**src/verilog/cscs_pkg.sv**
```systemverilog
// Package for the card slot control strobe controller.
// Assumes a single 125 MHz clock and synchronous active-high reset.
package cscs_pkg;
  localparam int          CSCS_CLK_MHZ        = 125;
  localparam int          CSCS_SETUP_NS       = 30;
  localparam int          CSCS_STROBE_NS      = 300;
  localparam int          CSCS_HOLD_NS        = 30;
  localparam int          CSCS_ACK_NS         = 2000;
  // Least times round up to whole cycles
  localparam int          CSCS_SETUP_CYC  = (CSCS_SETUP_NS * CSCS_CLK_MHZ + 999) / 1000;
  localparam int          CSCS_STROBE_CYC = (CSCS_STROBE_NS * CSCS_CLK_MHZ + 999) / 1000;
  localparam int          CSCS_HOLD_CYC   = (CSCS_HOLD_NS * CSCS_CLK_MHZ + 999) / 1000;
  // Longest wait for the wait line to drop rounds down
  localparam int          CSCS_WAIT_MAX_CYC   = (CSCS_ACK_NS * CSCS_CLK_MHZ) / 1000;
  localparam int          CSCS_CNT_W          = 9;
  localparam logic [1:0]  CSCS_CMD_MEM_RD     = 2'h0;
  localparam logic [1:0]  CSCS_CMD_IO_RD      = 2'h1;
  localparam logic [1:0]  CSCS_CMD_IO_WR      = 2'h2;
  localparam logic [1:0]  CSCS_CMD_ATTR_RD    = 2'h3;
  typedef enum logic [2:0] {CSCS_IDLE, CSCS_SETUP, CSCS_STROBE, CSCS_HOLD} cscs_state_e;
endpackage

```
**src/verilog/cscs_sync.sv**
```systemverilog
// Two-flop synchroniser for card status pins.
// Assumes inputs arrive asynchronously to clk_sys.
`timescale 1ns/100ps
module cscs_sync #(
  parameter int W = 1
) (
  input  wire logic         clk_sys,
  input  wire logic         reset,
  input  wire logic [W-1:0] d,
  output logic      [W-1:0] q
);
  logic [W-1:0] meta_r;
  always_ff @(posedge clk_sys) begin
    if (reset) begin
      meta_r <= '1;
      q      <= '1;
    end else begin
      meta_r <= d;
      q      <= meta_r;
    end
  end
endmodule

```
**src/verilog/cscs_ctrl.sv**
```systemverilog
// Socket-side controller for the control strobes of a 16-bit card slot.
// Assumes host requests come from clk_sys logic; card pins are asynchronous.
`timescale 1ns/100ps
module cscs_ctrl
  import cscs_pkg::*;
(
  input  wire logic       clk_sys,
  input  wire logic       reset,
  input  wire logic       req_valid,
  output logic            req_ready,
  input  wire logic [1:0] req_cmd,
  input  wire logic [1:0] req_lanes,
  input  wire logic       io_mode,
  output logic            done_pulse,
  output logic            done_ack,
  output logic            done_timeout,
  output logic            even_byte_card_enable_n,
  output logic            odd_byte_card_enable_n,
  output logic            mem_read_strobe_n,
  output logic            io_read_strobe_n,
  output logic            io_write_strobe_n,
  output logic            attr_select_n,
  input  wire logic       io_read_acknowledge_n,
  input  wire logic       wait_n,
  input  wire logic       ready_irq_pin,
  output logic            card_ready,
  output logic            card_interrupt_request
);
  import cscs_pkg::*;

  cscs_state_e           state_r;
  logic [CSCS_CNT_W-1:0] cnt_r;
  logic [1:0]            cmd_r;
  logic                  setup_end;
  logic                  cyc_end;
  logic                  strobe_go;
  logic                  ack_seen_r;
  logic                  wait_seen_r;
  logic [2:0]            pins_s;
  logic                  ack_s;
  logic                  wait_s;
  logic                  rdy_s;

  cscs_sync #(.W(3)) u_sync (
    .clk_sys (clk_sys),
    .reset   (reset),
    .d       ({io_read_acknowledge_n, wait_n, ready_irq_pin}),
    .q       (pins_s)
  );
  assign ack_s  = ~pins_s[2];
  assign wait_s = ~pins_s[1];
  assign rdy_s  = pins_s[0];

  function automatic logic [CSCS_CNT_W-1:0] cyc(input int n);
    cyc = CSCS_CNT_W'(n - 1);
  endfunction

  assign req_ready = (state_r == CSCS_IDLE);

  // Decoded once so enables, strobes and the report agree on edges
  always_comb begin
    setup_end = (state_r == CSCS_SETUP) && (cnt_r == '0);
    cyc_end   = (state_r == CSCS_HOLD) && (cnt_r == '0);
    // Strobe stays out exactly while the sequencer stays in strobe
    strobe_go = (state_r == CSCS_STROBE) && (cnt_r != '0) && (!wait_seen_r || wait_s);
  end

  // Cycle sequencer: setup, strobe (stretched by wait), hold
  always_ff @(posedge clk_sys) begin
    if (reset) begin
      state_r     <= CSCS_IDLE;
      cnt_r       <= '0;
      cmd_r       <= CSCS_CMD_MEM_RD;
      wait_seen_r <= 1'b0;
    end else begin
      case (state_r)
        CSCS_IDLE: begin
          if (req_valid) begin
            cmd_r   <= req_cmd;
            cnt_r   <= cyc(CSCS_SETUP_CYC);
            state_r <= CSCS_SETUP;
          end
        end
        CSCS_SETUP: begin
          if (cnt_r == '0) begin
            cnt_r       <= cyc(CSCS_STROBE_CYC);
            wait_seen_r <= 1'b0;
            state_r     <= CSCS_STROBE;
          end else begin
            cnt_r <= cnt_r - 1'b1;
          end
        end
        CSCS_STROBE: begin
          // Wait timeout guards against a stuck card hanging the host
          if (wait_s && (wait_seen_r || cnt_r != '0)) begin
            if (!wait_seen_r) begin
              wait_seen_r <= 1'b1;
              cnt_r       <= cyc(CSCS_WAIT_MAX_CYC);
            end else if (cnt_r == '0) begin
              cnt_r   <= cyc(CSCS_HOLD_CYC);
              state_r <= CSCS_HOLD;
            end else begin
              cnt_r <= cnt_r - 1'b1;
            end
          end else if (cnt_r == '0 || wait_seen_r) begin
            cnt_r   <= cyc(CSCS_HOLD_CYC);
            state_r <= CSCS_HOLD;
          end else begin
            cnt_r <= cnt_r - 1'b1;
          end
        end
        CSCS_HOLD: begin
          if (cnt_r == '0) begin
            state_r <= CSCS_IDLE;
          end else begin
            cnt_r <= cnt_r - 1'b1;
          end
        end
        default: state_r <= CSCS_IDLE;
      endcase
    end
  end

  // Enables and attribute select span setup, strobe and hold
  always_ff @(posedge clk_sys) begin
    if (reset) begin
      even_byte_card_enable_n <= 1'b1;
      odd_byte_card_enable_n  <= 1'b1;
      attr_select_n           <= 1'b1;
    end else if (state_r == CSCS_IDLE && req_valid) begin
      even_byte_card_enable_n <= ~req_lanes[0];
      odd_byte_card_enable_n  <= ~req_lanes[1];
      attr_select_n           <= (req_cmd == CSCS_CMD_MEM_RD);
    end else if (cyc_end) begin
      even_byte_card_enable_n <= 1'b1;
      odd_byte_card_enable_n  <= 1'b1;
      attr_select_n           <= 1'b1;
    end
  end

  // Strobes registered so they cannot glitch on the card pins
  always_ff @(posedge clk_sys) begin
    if (reset) begin
      mem_read_strobe_n <= 1'b1;
      io_read_strobe_n  <= 1'b1;
      io_write_strobe_n <= 1'b1;
    end else begin
      // Only one strobe can be selected since cmd_r is a single code
      mem_read_strobe_n <= 1'b1;
      io_read_strobe_n  <= 1'b1;
      io_write_strobe_n <= 1'b1;
      if (setup_end || strobe_go) begin
        case (cmd_r)
          CSCS_CMD_MEM_RD:  mem_read_strobe_n <= 1'b0;
          CSCS_CMD_ATTR_RD: mem_read_strobe_n <= 1'b0;
          CSCS_CMD_IO_RD:   io_read_strobe_n  <= 1'b0;
          CSCS_CMD_IO_WR:   io_write_strobe_n <= 1'b0;
          default:          mem_read_strobe_n <= 1'b1;
        endcase
      end
    end
  end

  // Acknowledge only counts while the read strobe is out
  always_ff @(posedge clk_sys) begin
    if (reset) begin
      ack_seen_r <= 1'b0;
    end else if (state_r == CSCS_SETUP) begin
      ack_seen_r <= 1'b0;
    end else if (!io_read_strobe_n && ack_s) begin
      ack_seen_r <= 1'b1;
    end
  end

  // Completion report: one-cycle done pulse; ack and timeout flags held until the next cycle ends
  always_ff @(posedge clk_sys) begin
    if (reset) begin
      done_pulse   <= 1'b0;
      done_ack     <= 1'b0;
      done_timeout <= 1'b0;
    end else begin
      done_pulse <= cyc_end;
      if (cyc_end) begin
        done_ack     <= ack_seen_r;
        done_timeout <= wait_seen_r && wait_s;
      end
    end
  end

  // Shared line reads as ready only on a memory-only socket
  always_ff @(posedge clk_sys) begin
    if (reset) begin
      card_ready <= 1'b0;
    end else begin
      card_ready <= !io_mode && rdy_s;
    end
  end

  // Same line reads as an active-low interrupt on an I/O socket
  always_ff @(posedge clk_sys) begin
    if (reset) begin
      card_interrupt_request <= 1'b0;
    end else begin
      card_interrupt_request <= io_mode && !rdy_s;
    end
  end
endmodule

```
**config.mk**
```make
export PLATFORM = sky130hd
export DESIGN_NAME = cscs_ctrl
export DESIGN_NICKNAME = d
export VERILOG_FILES = /design/src/verilog/cscs_pkg.sv /design/src/verilog/cscs_sync.sv /design/src/verilog/cscs_ctrl.sv
export SDC_FILE = /design/constraint.sdc
export NUM_CORES = 1
export LEC_CHECK = 0
export BUFFER_PORTS_ARGS = -buffer_cell sky130_fd_sc_hd__buf_2
export CORE_MARGIN = 8
export CORE_UTILIZATION = 50
export DETAILED_ROUTE_END_ITERATION = 7
export GPL_TIMING_DRIVEN = 1
export PLACE_DENSITY = 0.79
export SYNTH_ARGS = -nofsm -noshare
export SYNTH_HDL_FRONTEND = slang
export SYNTH_SLANG_ARGS = --single-unit
```
**constraint.sdc**
```tcl
create_clock -name clk_sys -period 4.2 [get_ports clk_sys]
set_clock_uncertainty 0.15 [all_clocks]
set_input_delay 0.21 -clock clk_sys [delete_from_list [all_inputs] [get_ports clk_sys]]
set_output_delay 0.21 -clock clk_sys [all_outputs]
set_load 0.01 [all_outputs]
```
==> results.md <==
* # IOs at 23
* Mean Syn Cell Area at 8.70 um2
* First-pass GRT wire length at 5530 um
* Total power per unit cell area at 664 mW/mm2
* DIE AREA at 0.00525 mm2
* Hold Violations, Final at 0
* Placed Instance Area at 0.00172 mm2
* Outcome: finished, final reports clean
* # diodes at 0
* Synth warn at 0
* Seq pwr share at 31.8%
* Worst path required time at 4.29 ns
* Cell variety after synth at 42
* Worst setup SP type: flop
* Vias at 1,347
* Hpwl dp at 2320 um
* Total Routed Length at 3290 um
* Cts bufs inserted at 5
* Initial core utilization at 52.2%
* Worst r2r src: state_r[1]
* Horiz. Die Dim at 72.4 um
* CTS max path bufs at 2
* Clock Power Share at 18.6%
* Flops & latches, synth at 32
* GRT Total Usage at 13.3%
* Logic pwr share at 49.6%
* Worst Setup End Kind: flop
* DRC Markers at 0
* Sequential cell area fraction in the yosys report at 40.2%
* Vias in the first global route at 1,250
* MaxCap Viol Count at 0
* Final Cycle Share at 51.9%
* Leakage at 0.000726 uW
* Drt wl/cell at 12.9 um
* Htree depth at 2
* CTS tree: built
* Die H at 72.4 um
* DR vias/cell at 5.28
* Peak Freq at 0.459 GHz
* Drt initial violations at 107
* Worst Path Arrival at 2.27 ns
* Crit path time final at 2.18 ns
* Clk slew on worst S/H paths at 0.11 ns
* Worst Max-Slew Pin Slew at 0.544 ns
* Sw Pwr at 522 uW
* Final Cell Area at 0.00186 mm2
* Initial antenna violation count at 0
* Hold Path Origin: req_valid
* Pwr Total at 1230 uW
* Cell Area, Synth at 0.00159 mm2
* WHS at 0.0797 ns
* Switching Share at 42.4%
* TNS Setup at 0 ns
* Worst Hold Class: input pin to flop
* Worst rel slew slack at 63.7%
* Max-slew violation count at 0
* RSZ-0062 raised after global routing: false
* Pint at 709 uW
* Grt total ovfl at 0
* CTS Root Cell: clkbuf_4
* Final setup vio count at 0
* # rows at 20
* Sink Count at 32
* Crit-path max FO at 8
* Input/output buffers at 22
* Routability Congestion at 0.865
* VDD IR max at 337 uV
* CORE AREA at 0.00305 mm2
* Largest net degree at the start of global routing at 33
* 1st-pass router iterations at 4
* WS Path Type: flop to flop
* Antenna-violating nets left at 0
* Final Net Count at 229
* Clk_lat worst skew at 0.33 ns
* Critical path startpoint: state_r[1]
* Post-Syn Nets at 202
* Layout cells sized above 1 at 23.7%
* Syn Inst Count at 183
* Area grow syn2layout at 16.5%
layout make-up:
cell class / count / area [um2]
Fill cell: 274 / 1200
Tap cell: 44 / 55.1
Clock buffer: 6 / 41.3
Sequential cell: 32 / 641
Inverter: 8 / 30.0
Timing Repair Buffer: 28 / 170
Multi-Input combinational cell: 135 / 883
Clock inverter: 2 / 35.0
through the flow:
step           setup WS (ns)  util (%)  instances
2_1_floorplan           2.24         -        183
3_3_place_gp            2.06      56.3        241
3_5_place_dp            2.04      56.3        241
4_1_cts                 2.03      60.8        255
5_1_grt                 1.82      60.8        255
6_report                2.02      60.8        255
layout by cell type, fill, tap and decap left out, drive strengths merged, types with 2 or more instances in the layout:
master / n
nand3: 7
o21ai: 9
nand2: 18
o22ai: 3
nor3: 8
a22oi: 3
xor2: 4
nor4: 2
o21a: 2
buf: 22
nor3b: 4
inv: 8
nor4b: 2
a21oi: 14
nor2: 22
and2: 2
dlygate4sd3: 6
dfxtp: 32
nand2b: 3
or2: 9
clkbuf: 6
a211oi: 2
ha: 8
a31oi: 2
kinds of logic (layout without fill, tap and decap cells):
kind of cell	after synthesis	count (layout)	synth area share, %
AOI/OAI and AO/OA	42	42	18.1
xor gates and xnor gates	4	4	2.20
adders and majority gates	8	8	6.28
buffers and inverters	16	44	4.32
DFF	32	32	40.2
muxes	1	1	0.628
and+or+nand+nor	80	80	28.3
worst max-delay path, cell delays in order (launching register included):
cell	delay, ns
dfxtp_1	0.40
inv_1	0.09
ha_1	0.27
or2_1	0.31
o31ai_2	0.40
a21oi_2	0.15
o21a_1	0.14
a211oi_1	0.18
cells in the mapped netlist:
library cell  instances  area (um2)
ha_1                  8         100
a21oi_1              12        60.1
a22oi_1               3        22.5
or3_1                 1        6.26
nand3_1               7        35.0
mux2i_1               1        10.0
buf_6                 1        11.3
clkbuf_1              5        18.8
a31oi_1               2        12.5
o31ai_2               1        12.5
nor2_1               22        82.6
inv_1                 8        30.0
o21a_1                2        15.0
nor4_4                1        21.3
buf_1                 1        3.75
buf_2                 1        5.00
nor4b_4               2        47.6
a21boi_0              1        7.51
o21ai_1               1        5.00
o22ai_1               3        18.8
xor2_1                4        35.0
and2_4                1        8.76
o21ai_0               7        35.0
a222oi_1              1        10.0
a221oi_2              1        15.0
nor3_1                8        40.0
a211oi_1              2        15.0
nor4_2                1        12.5
o21ai_2               1        8.76
a21oi_2               2        17.5
dfxtp_1              32         641
or3b_2                1        8.76
o221ai_2              1        15.0
nand2b_1              3        18.8
or2_2                 8        50.1
nor3b_1               4        30.0
and2_1                1        6.26
or4_2                 1        8.76
nand2_1              18        67.6
or2_1                 1        6.26
a311oi_1              1        8.76
o311ai_0              1        8.76
sequential cells by signal, summed over array words and instances, names as in the netlist, 2 cells and up:
register,cells
cmd_r,2
u_sync.q,3
state_r,2
u_sync.meta_r,3
cnt_r,9
what timing repair did:
item | in CTS | in global routing
setup buffers | 0 | 0
hold endpoints to repair | 7 | 0
resized for setup | 0 | 0
hold buffers | 6 | 0
per-layer routing:
layer / vias up / track usage, % / share of wire (%)
met5: - / 0 / 0
met4: 0 / 2.89 / 0.64
met3: 4 / 6.47 / 6.8
met2: 42 / 20.4 / 44
met1: 611 / 16.4 / 49
li1: 690 / - / -
final timing paths:
kind,to,slack (ns),depth (start not counted)
setup / recovery,cnt_r[1],2.02,7
hold reg to reg,u_sync.q[0],0.26,1
setup reg to reg,cnt_r[1],2.02,7
hold / removal,cmd_r[0],0.08,4
power by group through the flow:
stage,sequential [uW],clock [uW],combinational (uW)
2_1_floorplan,394,0,499
3_3_place_gp,396,0,594
3_5_place_dp,397,0,600
4_1_cts,391,236,606
5_1_grt,398,252,682
6_report,392,229,611
Power figures use the tool's default switching activity.
